**src/design/aio_regs.vh**
```
/*
  aio_regs.vh: register offsets, field positions, reset values and timing
  counts for the analog i/o sequencer and fault lamp controller.
  Assumes a 10 MHz core clock and word-aligned APB byte addresses.
*/
`ifndef AIO_REGS_VH
`define AIO_REGS_VH

// register byte offsets
`define AIO_CTRL_OFF        12'h000
`define AIO_STATUS_OFF      12'h004
`define AIO_INT_STAT_OFF    12'h008
`define AIO_INT_MASK_OFF    12'h00C
`define AIO_FAULT_CODE_OFF  12'h010
`define AIO_OUT_EN_OFF      12'h014
`define AIO_FAULT_OFF       12'h018
`define AIO_SETPT_OFF       12'h01C
`define AIO_TSTAMP_OFF      12'h020
`define AIO_DUTY_BASE_OFF   12'h040
`define AIO_RDBK_LIM_OFF    12'h060
`define AIO_EVT_BASE_OFF    12'h080
`define AIO_BANK_A_OFF      12'h0E0
`define AIO_BANK_B_OFF      12'h0E4

// control field positions
`define AIO_CTRL_LAMP       0
`define AIO_CTRL_UC_FAULT   1
`define AIO_CTRL_RESUME     2

// interrupt status bits
`define AIO_INT_BANK_A      0
`define AIO_INT_BANK_B      1
`define AIO_INT_EVENT       2
`define AIO_INT_OUT_FAULT   3

// reset values
`define AIO_CTRL_RST        32'h00000001
`define AIO_OUT_EN_RST      8'hFF
`define AIO_RDBK_LIM_RST    8'h10

// timing in the unit printed, and the clock rate
`define AIO_CLK_HZ          10000000
`define AIO_BANK_A_US       1800
`define AIO_BANK_B_US       3700
`define AIO_TSTAMP_US       5000
`define AIO_PWM_HZ          6140
`define AIO_BANK_A_CYC      ((`AIO_BANK_A_US * (`AIO_CLK_HZ / 1000000)))
`define AIO_BANK_B_CYC      ((`AIO_BANK_B_US * (`AIO_CLK_HZ / 1000000)))
`define AIO_TSTAMP_CYC      ((`AIO_TSTAMP_US * (`AIO_CLK_HZ / 1000000)))
`define AIO_PWM_STEP_CYC    (`AIO_CLK_HZ / (`AIO_PWM_HZ * 2048))
`define AIO_BLINK_CYC       2000000
`define AIO_PAUSE_CYC       8000000

`endif

```
**src/design/aio_sequencer.v**
```verilog
/*
  aio_sequencer.v: controller core of a 24-in, 8-out analog i/o card:
  bank capture after the frame tick, setpoint events with time stamps,
  8 pwm current outputs with readback fault checks, fault lamp blinker,
  APB register slave and a masked level interrupt.
  Assumes frame_tick, adc data and readback come from outside the clock
  domain; a single 10 MHz core clock.
*/
// Overview of operation
// - bank one, channels 1-12, captured at 1.8 ms
// - bank two, channels 13-24, captured at 3.7 ms
// - stamp two low, two high crossings, 5 ms
// - momentary and latched per setpoint, both stamped
// - eight pwm outputs, ~4.9 kHz, 11-bit duty
// - each output disables on its own
// - 8-bit current readback flags low current
// - fault lamp on at system reset
// - lamp steady per ctrl lamp bit on pass, blinking else
// - blink 1 watchdog, 2 int ram, 3 ext ram
// - blink 4 exception, 5 dpram, 6 nvm
// - blink 7 on comms watchdog timeout
// - blink 8 nvm corrected, hold until reset or a zero write with ctrl resume set
// - blink 9 on missing converter interrupt
// - microcontroller fault shuts all outputs
`include "aio_regs.vh"
`timescale 1ns/1ps
`default_nettype none

module aio_sequencer #(
  parameter integer BLINK_CYC = `AIO_BLINK_CYC,
  parameter integer PAUSE_CYC = `AIO_PAUSE_CYC,
  parameter integer BANK_A_CYC = `AIO_BANK_A_CYC,
  parameter integer BANK_B_CYC = `AIO_BANK_B_CYC,
  parameter integer TSTAMP_CYC = `AIO_TSTAMP_CYC
) (
  input  wire        core_clk,
  input  wire        rst_n,
  input  wire        clk_en,
  input  wire        psel,
  input  wire        penable,
  input  wire        pwrite,
  input  wire [11:0] paddr,
  input  wire [31:0] pwdata,
  output reg  [31:0] prdata,
  output reg         pready,
  output reg         pslverr,
  input  wire        frame_tick,
  input  wire [15:0] adc_data,
  output reg  [4:0]  adc_chan,
  input  wire [63:0] rdbk_current,
  output reg  [7:0]  pwm_out,
  output reg         fault_lamp,
  output reg         irq
);

  // input synchronisers: three stages, a tick change counts when 2 and 3 agree
  reg [2:0]  tick_s;
  reg        tick_q;
  reg [15:0] adc_s1, adc_s2, adc_s3;
  reg [63:0] rb_s1, rb_s2, rb_s3;
  wire tick_ok  = (tick_s[1] == tick_s[2]) ? tick_s[2] : tick_q;
  wire tick_rise = tick_ok & ~tick_q;

  // software state
  reg [31:0] ctrl;
  reg [3:0]  fault_code;
  reg [7:0]  out_en;
  reg [7:0]  rdbk_lim;
  reg [15:0] sp_lo1, sp_lo2, sp_hi1, sp_hi2;
  reg [3:0]  int_stat, int_mask;
  reg        code_held;
  reg [87:0] duty_flat;

  // bank sampling and time base
  reg [15:0] frame_cnt;
  reg        frame_run;
  reg [15:0] ts_div;
  reg [15:0] tstamp;
  reg [4:0]  cap_idx;
  reg        cap_busy;
  reg [1:0]  cap_wait;
  reg [15:0] bank_a_ts, bank_b_ts;
  reg [15:0] sample [0:23];
  reg [3:0]  evt_mom [0:23];
  reg [3:0]  evt_lat [0:23];
  reg [15:0] evt_ts  [0:23];
  reg [7:0]  out_fault;
  integer    i;

  wire bus_wr = psel & penable & pwrite & ~pready;
  wire bus_rd = psel & penable & ~pwrite & ~pready;
  wire uc_fault = ctrl[`AIO_CTRL_UC_FAULT];

  // sync chains, frozen with the clock enable
  always @(posedge core_clk or negedge rst_n)
  begin
    if (!rst_n)
    begin
      tick_s <= 3'h0;
      tick_q <= 1'b0;
      adc_s1 <= 16'h0000;
      adc_s2 <= 16'h0000;
      adc_s3 <= 16'h0000;
      rb_s1 <= 64'h0;
      rb_s2 <= 64'h0;
      rb_s3 <= 64'h0;
    end
    else if (clk_en)
    begin
      tick_s <= {tick_s[1:0], frame_tick};
      tick_q <= tick_ok;
      adc_s1 <= adc_data;
      adc_s2 <= adc_s1;
      adc_s3 <= adc_s2;
      rb_s1 <= rdbk_current;
      rb_s2 <= rb_s1;
      rb_s3 <= rb_s2;
    end
  end

  // frame sequencer: bank a then bank b, one channel per cycle
  always @(posedge core_clk or negedge rst_n)
  begin
    if (!rst_n)
    begin
      frame_cnt <= 16'h0000;
      frame_run <= 1'b0;
      cap_idx <= 5'h00;
      cap_busy <= 1'b0;
      cap_wait <= 2'h0;
      adc_chan <= 5'h00;
      ts_div <= 16'h0000;
      tstamp <= 16'h0000;
      bank_a_ts <= 16'h0000;
      bank_b_ts <= 16'h0000;
      for (i = 0; i < 24; i = i + 1)
      begin
        sample[i] <= 16'h0000;
        evt_mom[i] <= 4'h0;
        evt_lat[i] <= 4'h0;
        evt_ts[i] <= 16'h0000;
      end
    end
    else if (clk_en)
    begin
      // latch clear first, so a capture in the same cycle wins
      if (bus_wr && paddr[11:7] == 5'h01)
        for (i = 0; i < 24; i = i + 1)
          if (paddr[6:2] == i[4:0] && pwdata[0])
            evt_lat[i] <= 4'h0;
      // 5 ms stamp tick
      if (ts_div == TSTAMP_CYC[15:0] - 16'h0001)
      begin
        ts_div <= 16'h0000;
        tstamp <= tstamp + 16'h0001;
      end
      else
        ts_div <= ts_div + 16'h0001;
      if (tick_rise)
      begin
        frame_cnt <= 16'h0000;
        frame_run <= 1'b1;
      end
      else if (frame_run)
        frame_cnt <= frame_cnt + 16'h0001;
      if (frame_run && frame_cnt == BANK_A_CYC[15:0] - 16'h0001)
      begin
        cap_idx <= 5'h00;
        adc_chan <= 5'h00;
        cap_wait <= 2'h3;
        cap_busy <= 1'b1;
        bank_a_ts <= tstamp;
      end
      else if (frame_run && frame_cnt == BANK_B_CYC[15:0] - 16'h0001)
      begin
        cap_idx <= 5'h0C;
        adc_chan <= 5'h0C;
        cap_wait <= 2'h3;
        cap_busy <= 1'b1;
        bank_b_ts <= tstamp;
        frame_run <= 1'b0;
      end
      else if (cap_busy)
      begin
        // channel select leads the capture by the 3-stage sync delay
        if (adc_chan != 5'h0B && adc_chan != 5'h17)
          adc_chan <= adc_chan + 5'h01;
        if (cap_wait != 2'h0)
          cap_wait <= cap_wait - 2'h1;
        else
        begin
          sample[cap_idx] <= adc_s3;
          // momentary event bits: lo1, lo2, hi1, hi2
          evt_mom[cap_idx] <= {adc_s3 > sp_hi2, adc_s3 > sp_hi1,
                               adc_s3 < sp_lo2, adc_s3 < sp_lo1};
          evt_lat[cap_idx] <= evt_lat[cap_idx] |
                              {adc_s3 > sp_hi2, adc_s3 > sp_hi1,
                               adc_s3 < sp_lo2, adc_s3 < sp_lo1};
          if ({adc_s3 > sp_hi2, adc_s3 > sp_hi1, adc_s3 < sp_lo2,
               adc_s3 < sp_lo1} != evt_mom[cap_idx])
            evt_ts[cap_idx] <= tstamp;
          cap_idx <= cap_idx + 5'h01;
          if (cap_idx == 5'h0B || cap_idx == 5'h17)
            cap_busy <= 1'b0;
        end
      end
    end
  end

  // pwm: 11-bit ramp, free running near 4.9 kHz
  reg [10:0] pwm_cnt;
  reg [7:0]  pwm_div;
  always @(posedge core_clk or negedge rst_n)
  begin
    if (!rst_n)
    begin
      pwm_cnt <= 11'h000;
      pwm_div <= 8'h00;
      pwm_out <= 8'h00;
      out_fault <= 8'h00;
    end
    else if (clk_en)
    begin
      // step rate clamps at one cycle; 10 MHz gives ~4.9 kHz
      if (pwm_div >= 8'h00 + `AIO_PWM_STEP_CYC)
      begin
        pwm_div <= 8'h00;
        pwm_cnt <= pwm_cnt + 11'h001;
      end
      else
        pwm_div <= pwm_div + 8'h01;
      for (i = 0; i < 8; i = i + 1)
      begin
        // per-channel enable, global shutdown on micro fault
        pwm_out[i] <= out_en[i] & ~uc_fault &
                      (pwm_cnt < duty_flat[i*11 +: 11]);
        // flag current below rdbk_lim while enabled with nonzero duty
        if (out_en[i] && duty_flat[i*11 +: 11] != 11'h000 &&
            rb_s3[i*8 +: 8] < rdbk_lim)
          out_fault[i] <= 1'b1;
        else if (bus_wr && paddr == `AIO_FAULT_OFF && pwdata[i])
          out_fault[i] <= 1'b0;
      end
    end
  end

  // fault lamp: code 0 steady per ctrl, else n blinks then dark pause
  reg [3:0]  blink_n;
  reg [23:0] lamp_cnt;
  reg        lamp_ph;
  always @(posedge core_clk or negedge rst_n)
  begin
    if (!rst_n)
    begin
      fault_lamp <= 1'b1;
      blink_n <= 4'h0;
      lamp_cnt <= 24'h000000;
      lamp_ph <= 1'b0;
    end
    else if (clk_en)
    begin
      if (fault_code == 4'h0)
      begin
        fault_lamp <= ctrl[`AIO_CTRL_LAMP];
        blink_n <= 4'h0;
        lamp_cnt <= 24'h000000;
        lamp_ph <= 1'b0;
      end
      else if (blink_n >= fault_code)
      begin
        fault_lamp <= 1'b0;
        if (lamp_cnt >= PAUSE_CYC[23:0] - 24'h000001)
        begin
          lamp_cnt <= 24'h000000;
          blink_n <= 4'h0;
        end
        else
          lamp_cnt <= lamp_cnt + 24'h000001;
      end
      // >= so a code change mid-pause cannot strand the counter
      else if (lamp_cnt >= BLINK_CYC[23:0] - 24'h000001)
      begin
        lamp_cnt <= 24'h000000;
        lamp_ph <= ~lamp_ph;
        fault_lamp <= ~lamp_ph;
        if (lamp_ph)
          blink_n <= blink_n + 4'h1;
      end
      else
      begin
        lamp_cnt <= lamp_cnt + 24'h000001;
        fault_lamp <= lamp_ph; // a group opens dark, never stretched on
      end
    end
  end

  // APB slave, one wait state; interrupt sticky bits, set beats clear
  wire [3:0] int_set = {|out_fault, |{evt_mom[0], evt_mom[12]},
    cap_busy && cap_idx == 5'h17, cap_busy && cap_idx == 5'h0B};
  always @(posedge core_clk or negedge rst_n)
  begin
    if (!rst_n)
    begin
      ctrl <= `AIO_CTRL_RST;
      fault_code <= 4'h0;
      code_held <= 1'b0;
      out_en <= `AIO_OUT_EN_RST;
      rdbk_lim <= `AIO_RDBK_LIM_RST;
      sp_lo1 <= 16'h0000;
      sp_lo2 <= 16'h0000;
      sp_hi1 <= 16'hFFFF;
      sp_hi2 <= 16'hFFFF;
      int_stat <= 4'h0;
      int_mask <= 4'h0;
      duty_flat <= 88'h0;
      prdata <= 32'h00000000;
      pready <= 1'b0;
      pslverr <= 1'b0;
      irq <= 1'b0;
    end
    else if (clk_en)
    begin
      pready <= psel & penable & ~pready;
      pslverr <= 1'b0;
      if (bus_wr)
        case (paddr)
          `AIO_CTRL_OFF: ctrl <= {29'h0, pwdata[2:0]};
          `AIO_INT_STAT_OFF: int_stat <= int_set | (int_stat & ~pwdata[3:0]);
          `AIO_INT_MASK_OFF: int_mask <= pwdata[3:0];
          `AIO_FAULT_CODE_OFF:
            if (!code_held || pwdata[3:0] == 4'h0 && ctrl[2])
            begin
              fault_code <= pwdata[3:0];
              code_held <= (pwdata[3:0] == 4'h8);
            end
          `AIO_OUT_EN_OFF: out_en <= pwdata[7:0];
          `AIO_SETPT_OFF: {sp_hi1, sp_lo1} <= pwdata;
          `AIO_SETPT_OFF + 12'h100: {sp_hi2, sp_lo2} <= pwdata;
          `AIO_RDBK_LIM_OFF: rdbk_lim <= pwdata[7:0];
          default:
            if (paddr[11:5] == 7'h02)
              duty_flat[paddr[4:2]*11 +: 11] <= pwdata[10:0];
        endcase
      if (!(bus_wr && paddr == `AIO_INT_STAT_OFF))
        int_stat <= int_stat | int_set;
      irq <= |(int_stat & int_mask);
      if (bus_rd)
      begin
        prdata <= 32'h00000000;
        case (paddr)
          `AIO_CTRL_OFF: prdata <= ctrl;
          `AIO_STATUS_OFF: prdata <= {23'h0, code_held, out_fault};
          `AIO_INT_STAT_OFF: prdata <= {28'h0, int_stat};
          `AIO_INT_MASK_OFF: prdata <= {28'h0, int_mask};
          `AIO_FAULT_CODE_OFF: prdata <= {28'h0, fault_code};
          `AIO_OUT_EN_OFF: prdata <= {24'h0, out_en};
          `AIO_FAULT_OFF: prdata <= {24'h0, out_fault};
          `AIO_SETPT_OFF: prdata <= {sp_hi1, sp_lo1};
          `AIO_SETPT_OFF + 12'h100: prdata <= {sp_hi2, sp_lo2};
          `AIO_TSTAMP_OFF: prdata <= {16'h0, tstamp};
          `AIO_RDBK_LIM_OFF: prdata <= {24'h0, rdbk_lim};
          `AIO_BANK_A_OFF: prdata <= {16'h0, bank_a_ts};
          `AIO_BANK_B_OFF: prdata <= {16'h0, bank_b_ts};
          default:
            if (paddr[11:5] == 7'h02)
              prdata <= {21'h0, duty_flat[paddr[4:2]*11 +: 11]};
            else if (paddr[11:7] == 5'h01 && paddr[6:2] < 5'h18)
              prdata <= {evt_ts[paddr[6:2]], 8'h0,
                         evt_lat[paddr[6:2]], evt_mom[paddr[6:2]]};
            else if (paddr[11:8] == 4'h2 && paddr[6:2] < 5'h18)
              prdata <= {16'h0, sample[paddr[6:2]]};
            else
              pslverr <= 1'b1;
        endcase
      end
    end
  end

endmodule
`default_nettype wire

```
**config.mk**
```make
export PLATFORM = sky130hd
export DESIGN_NAME = aio_sequencer
export DESIGN_NICKNAME = d
export VERILOG_FILES = /design/src/design/aio_sequencer.v
export VERILOG_INCLUDE_DIRS = /design/src /design/src/design
export SDC_FILE = /design/constraint.sdc
export NUM_CORES = 2
export LEC_CHECK = 0
export BUFFER_PORTS_ARGS = -buffer_cell sky130_fd_sc_hd__buf_2
export CAP_MARGIN = 5
export CORE_ASPECT_RATIO = 1.1
export CORE_MARGIN = 5
export CORE_UTILIZATION = 60
export DETAILED_ROUTE_END_ITERATION = 7
export PLACE_DENSITY = 0.82
export SLEW_MARGIN = 40
export SYNTH_ARGS = -nofsm -noshare
export SYNTH_HDL_FRONTEND = slang
export SYNTH_SLANG_ARGS = --single-unit
```
**constraint.sdc**
```tcl
create_clock -name core_clk -period 10.1 [get_ports core_clk]
set_clock_uncertainty 0.2 [all_clocks]
set_input_delay 0.505 -clock core_clk [delete_from_list [all_inputs] [get_ports core_clk]]
set_output_delay 0.505 -clock core_clk [all_outputs]
set_load 0.02 [all_outputs]
```
* Yosys cells after proc, flatten, opt, wreduce, memory -nomap -nowiden *
Index checks and enable logic that the tools add are counted.

storage, ports and cells
  input bits = 131
  word-level logic and storage cells = 525
  output and inout bits = 49
  bits in writable memories = 0
  memories kept = 0
  latch bits = 0
  register bits after elaboration = 1574
  ROM bits = 0

operators by class
  bitwise operators = 40
  equal/unequal tests = 53
  multiply operators = 1
  multiplexer cells = 123
  order comparisons = 27
  divide/modulo/power cells = 0
  reductions and logical operators = 124
  shift operators = 3
  $add $sub $neg = 10

operators with widths
  operator                    number
  $bwmux W384                 2
  $mux W96                    6
  $pmux W32 S13               1
  $bwmux W96                  2
  $mux W4                     41
  $bmux W16 S5                2
  $mux W16                    9
  $mux W24                    4
  $bwmux W88                  1
  $lt A11 B11 Y1              8
  $reduce_bool A11 Y1         8
  $shift A11 B34 Y88 const A  1
  $shiftx A11 B34 Y88         1
  $shiftx A88 B8 Y11          1
  $bmux W4 S5                 4
  $demux W16 S5               1
  $lt A8 B8 Y1                8
  $mux W32                    2
  $logic_and A1 B1 Y1         60
  $add A16 B1 Y16 const B     3
  $eq A12 B5 Y1 const B       4
  $eq A5 B4 Y1 const B        9
  $eq A5 B5 Y1 const B        9
  $mux W5                     8
  60 further kinds            186

* Longest topological paths before layout *
  word-level depth = 11
  mapped depth = 16
  depth with buffers taken out = 10

* Least setup slack after synthesis *
No wires, ideal clock.

  kind = input to register
  from = input port paddr[2]
  to = register prdata[3]
  data required time = 9.760 ns
  data arrival time = 3.511 ns
  buffers on the path = 6
  slack = 6.250 ns
  setup time = 0.140 ns
  stages on the path = 15
  path through = clkbuf_1 > buf_2 > buf_2 > buf_2 > buf_2 > inv_1 > ha_1 > clkbuf_1 > nor2b_1 > nand4_1 > nor2_1 > a22o_1 > a221o_1 > a2111oi_0 > a31oi_1

on the way
  longest elaborated chain between the ends = 8
  elaborated cells on any way between the ends = 29
  classes of those cells = mul (1); order compare (1); eq/ne (12); shift (1); mux (10); bitwise (1); reduce/logical (3)

ends and longest elaborated chain
  what                                                                   line                 text
  start: declaration                                                     aio_sequencer.v:42   input wire [11:0] paddr,
  parallel branches: the longest is 7 deep, another holds $mul A3 B4 Y7  -
  $pmux W32 S13 *                                                        aio_sequencer.v:350  case (paddr)
  end signal: assignment                                                 aio_sequencer.v:351  `AIO_CTRL_OFF: prdata <= ctrl;
  end signal: assignment                                                 aio_sequencer.v:366  prdata <= {21'h0, duty_flat[paddr[4:2]*11 +: 11]};
  end signal: assignment                                                 aio_sequencer.v:368  prdata <= {evt_ts[paddr[6:2]], 8'h0,
  end: declaration                                                       aio_sequencer.v:44   output reg [31:0] prdata,

Every way passes the cells marked *. The select of a mux whose other input is x is not followed.
A chain may end at the register's enable or synchronous reset.

* Worst setup path after layout *
  from = register adc_s3[5]
  to = register evt_ts[30] in the netlist's numbering

on the way
  longest elaborated chain between the ends = 3
  elaborated cells on any way between the ends = 6
  classes of those cells = order compare (4); eq/ne (1); reduce/logical (1)

ends and longest elaborated chain
  what                                    line                 text
  start: declaration                      aio_sequencer.v:59   reg [15:0] adc_s1, adc_s2, adc_s3;
  start signal: assignment                aio_sequencer.v:114  adc_s3 <= adc_s2;
  $lt A16 B16 Y1 (tied with other cells)  aio_sequencer.v:200  adc_s3 < sp_lo1} != evt_mom[cap_idx])
  $ne A4 B4 Y1 *                          aio_sequencer.v:200
  $reduce_and A6 Y1 (no line) *           -
  end signal: indexed assignment          aio_sequencer.v:201  evt_ts[cap_idx] <= tstamp;
  end: declaration                        aio_sequencer.v:86   reg [15:0] evt_ts [0:23];

Every way passes the cells marked *; elsewhere a longest branch is shown, timed or not.

==> impl_metrics.yaml <==
drt:
  wl_mm: 228
  via_count: 55000
  ant_nets: 0
  viasPerCell: 6.75
  drc: 4
  avgRoutedWirePerCell_um: 28.0
  drt_pre_antenna_iters: 8
  drt_iter0_drc: 7285
clock_network:
  cts_tree: "built"
  cts_htree_levels: 4
  cts_made_buffers: 160
  clockBufferDepth: 3
  post_cts_resized: 0
  clk_pin_slew_ps: 60
  clk_latency_ps: 820
  cts_hold_buf: 114
  cts_root_buf: "clkbuf_16"
  post-cts-setup-buffer-count: 0
  cts_num_sinks: 1574
placement:
  place_area_sq_um: 80000
  gp_congestion: 0.960
  dp_hpwl_mm: 142
  io_buffer_count: 179
final_layout:
  area_delta_synth_final_pct: 11.7
  nNetsFinal: 6680
  nFillCells: 8478
  final_cell_area_sq_um: 86600
  fin_util_pct: 67.3
  drive_above_1_share_pct: 30.7
critical_path:
  rrSetupSlack_ps: 4890
  critical_path.max_fanout: 24
  r2r_end: "evt_ts[30]$_DFFE_PN0P_"
  critPathSlowestCell: "dfrtp_1"
  end_kind: "flip-flop"
  worst-path-buf-inv: 3
  crit_required_ps: 10590
  criticalPathCategory: "reg -> reg"
  critPathLaunchType: "flip-flop"
  crit_arrival_ps: 5700
  worst_path_most_repeated_cell: "buf_4"
  path_cells: "buf_4 > ha_1 > a41oi_1 > o21ai_0 > a22o_1 > or3_1 > a222oi_1 > buf_4 > a21oi_2 > buf_4 > mux2_2"
  r2r_cells: 11
  reg2reg_from: "adc_s3[5]$_DFFE_PN0P_"
  max_stage_delay_ps: 910
  crit_family: "compound AO/OA/AOI/OAI gates"
grt:
  antenna_found_initial: 11
  grt_overflow: 0
  grt_pass1_wl_mm: 348
  grt_max_degree: 169
  grt_pass1_vias: 56900
  grtUsageTotal_pct: 33.1
sta:
  period_minus_slack_ps: 5210
  setup_viol: 0
  hold_ws_ps: 58.8
  hold_viol: 0
  slew_violations: 0
  fmax_mhz: 192
  tightest_slew_ps: 963
  slew_headroom_pct: 35.1
  timing.setup.tns_ps: 0
  grt_setup_unrepaired: "false"
  period_share_pct: 51.6
yosys:
  avgSynthCellArea_sq_um: 12.6
  ys_types: 92
  syn_nets: 6509
  synth_cells: 6160
  ys_ff_latch: 1574
  synth_area_sq_um: 77500
  synth_warnings: 0
  synth_flop_cell: "dfrtp_1"
  async_flop_share_pct: 100
  seq_area_frac_synth_pct: 50.9
  synth-edff-count: 0
power:
  power_mw: 16.1
  power_density_nw_per_um2: 186
  ir_worst_vdd_uv: 202
  leakage_nw: 40.7
floorplan:
  core-area_sq_um: 129000
  die-area_sq_um: 137000
  die_x_um: 353
  start_util_pct: 60.3
  die_h_um: 387
  ioPinCount: 180
  placementRows: 138
hold_path:
  hold_class: "in -> async"
outcome:
  violations: "design-rule violations"
  status: "complete, but fails checks"
flow_run:
  cap_violations: 0
routing by layer:
layer	vias up	wire (um)	global-route usage, %
li1	22600	-	-
met1	28000	83800	43.4
met2	3535	104000	50.7
met3	880	26800	10.1
met4	8	13300	16.5
met5	-	54	0
registers in the layout (all words and copies together), names as in the netlist, 24 cells and up:
| signal | count |
|---|---|
| evt_ts | 384 |
| sample | 384 |
| evt_lat | 96 |
| evt_mom | 96 |
| duty_flat | 88 |
| rb_s1 | 64 |
| rb_s2 | 64 |
| rb_s3 | 64 |
| prdata | 32 |
| lamp_cnt | 24 |
cells by family after synthesis:
family,after synthesis,synth area share (%)
flip-flops,1574,50.9
adder cells (fa/ha/maj),218,3.52
XOR/XNOR,56,0.642
AND/OR/NAND/NOR,1429,8.23
buffers and inverters,617,3.73
multiplexers,1371,25.6
AO/OA/AOI/OAI,895,7.40
worst max path at each step:
stage,start,end,depth (start not counted)
detailed placement,adc_s3[5]$_DFFE_PN0P_,evt_ts[185]$_DFFE_PN0P_,12
global placement,adc_s3[0]$_DFFE_PN0P_,evt_ts[19]$_DFFE_PN0P_,12
global route,adc_s3[5]$_DFFE_PN0P_,evt_ts[30]$_DFFE_PN0P_,11
finish,adc_s3[5]$_DFFE_PN0P_,evt_ts[30]$_DFFE_PN0P_,11
floorplan,paddr[2],prdata[3]$_DFFE_PN0P_,15
CTS,adc_s3[2]$_DFFE_PN0P_,evt_ts[30]$_DFFE_PN0P_,11
through the flow:
step	worst slack, ps	cells
global route	4900	8147
global placement	4990	7701
CTS	5010	8136
finish	4890	8152
floorplan	6250	6160
detailed placement	5090	7726
layout make-up:
type	count	area, sq um	area share, %
multi-input cells	3969	35400	40.8
diodes	7	17.5	0.0202
repair buffers	435	3690	4.26
flip-flops and latches	1574	39500	45.6
clock inverters	54	614	0.709
clock buffers	242	4660	5.38
well taps	1680	2100	2.43
inverters	191	717	0.828
layout by cell type, fill, tap and decap left out, drive strengths merged, types with 43 or more instances in the layout:
master | synthesis | routed
a21o | 88 | 88
a21oi | 106 | 106
and3 | 45 | 45
buf | 130 | 320
clkbuf | 285 | 242
dfrtp | 1531 | 1531
dfstp | 43 | 43
dlygate4sd3 | 6 | 115
ha | 218 | 218
inv | 189 | 200
mux2 | 927 | 927
mux2i | 106 | 106
mux4 | 338 | 338
nand2 | 949 | 949
nand3 | 98 | 98
nand4 | 43 | 43
nor2 | 96 | 96
o21ai | 457 | 457
Yosys cell counts (33+ instances only):
master	instances	area [sq um]
nand3_1	78	390
a31oi_1	33	206
nand2_1	949	3560
nand4_1	43	269
and3_1	43	269
mux2_2	727	8190
nor2_1	95	357
buf_2	57	285
inv_1	189	709
dfstp_2	43	1130
ha_1	218	2730
o21ai_0	450	2250
a21o_1	87	653
a21oi_1	82	410
clkbuf_1	279	1050
mux4_2	336	7570
mux2_4	200	3000
dfrtp_1	1531	38300
mux2i_1	106	1060
power breakdown:
group	switching, mW	internal, mW
registers	0.542	6.89
clock network	2.64	3.38
logic	1.55	1.15
total	4.73	11.4
Power figures use the tool's default switching activity.
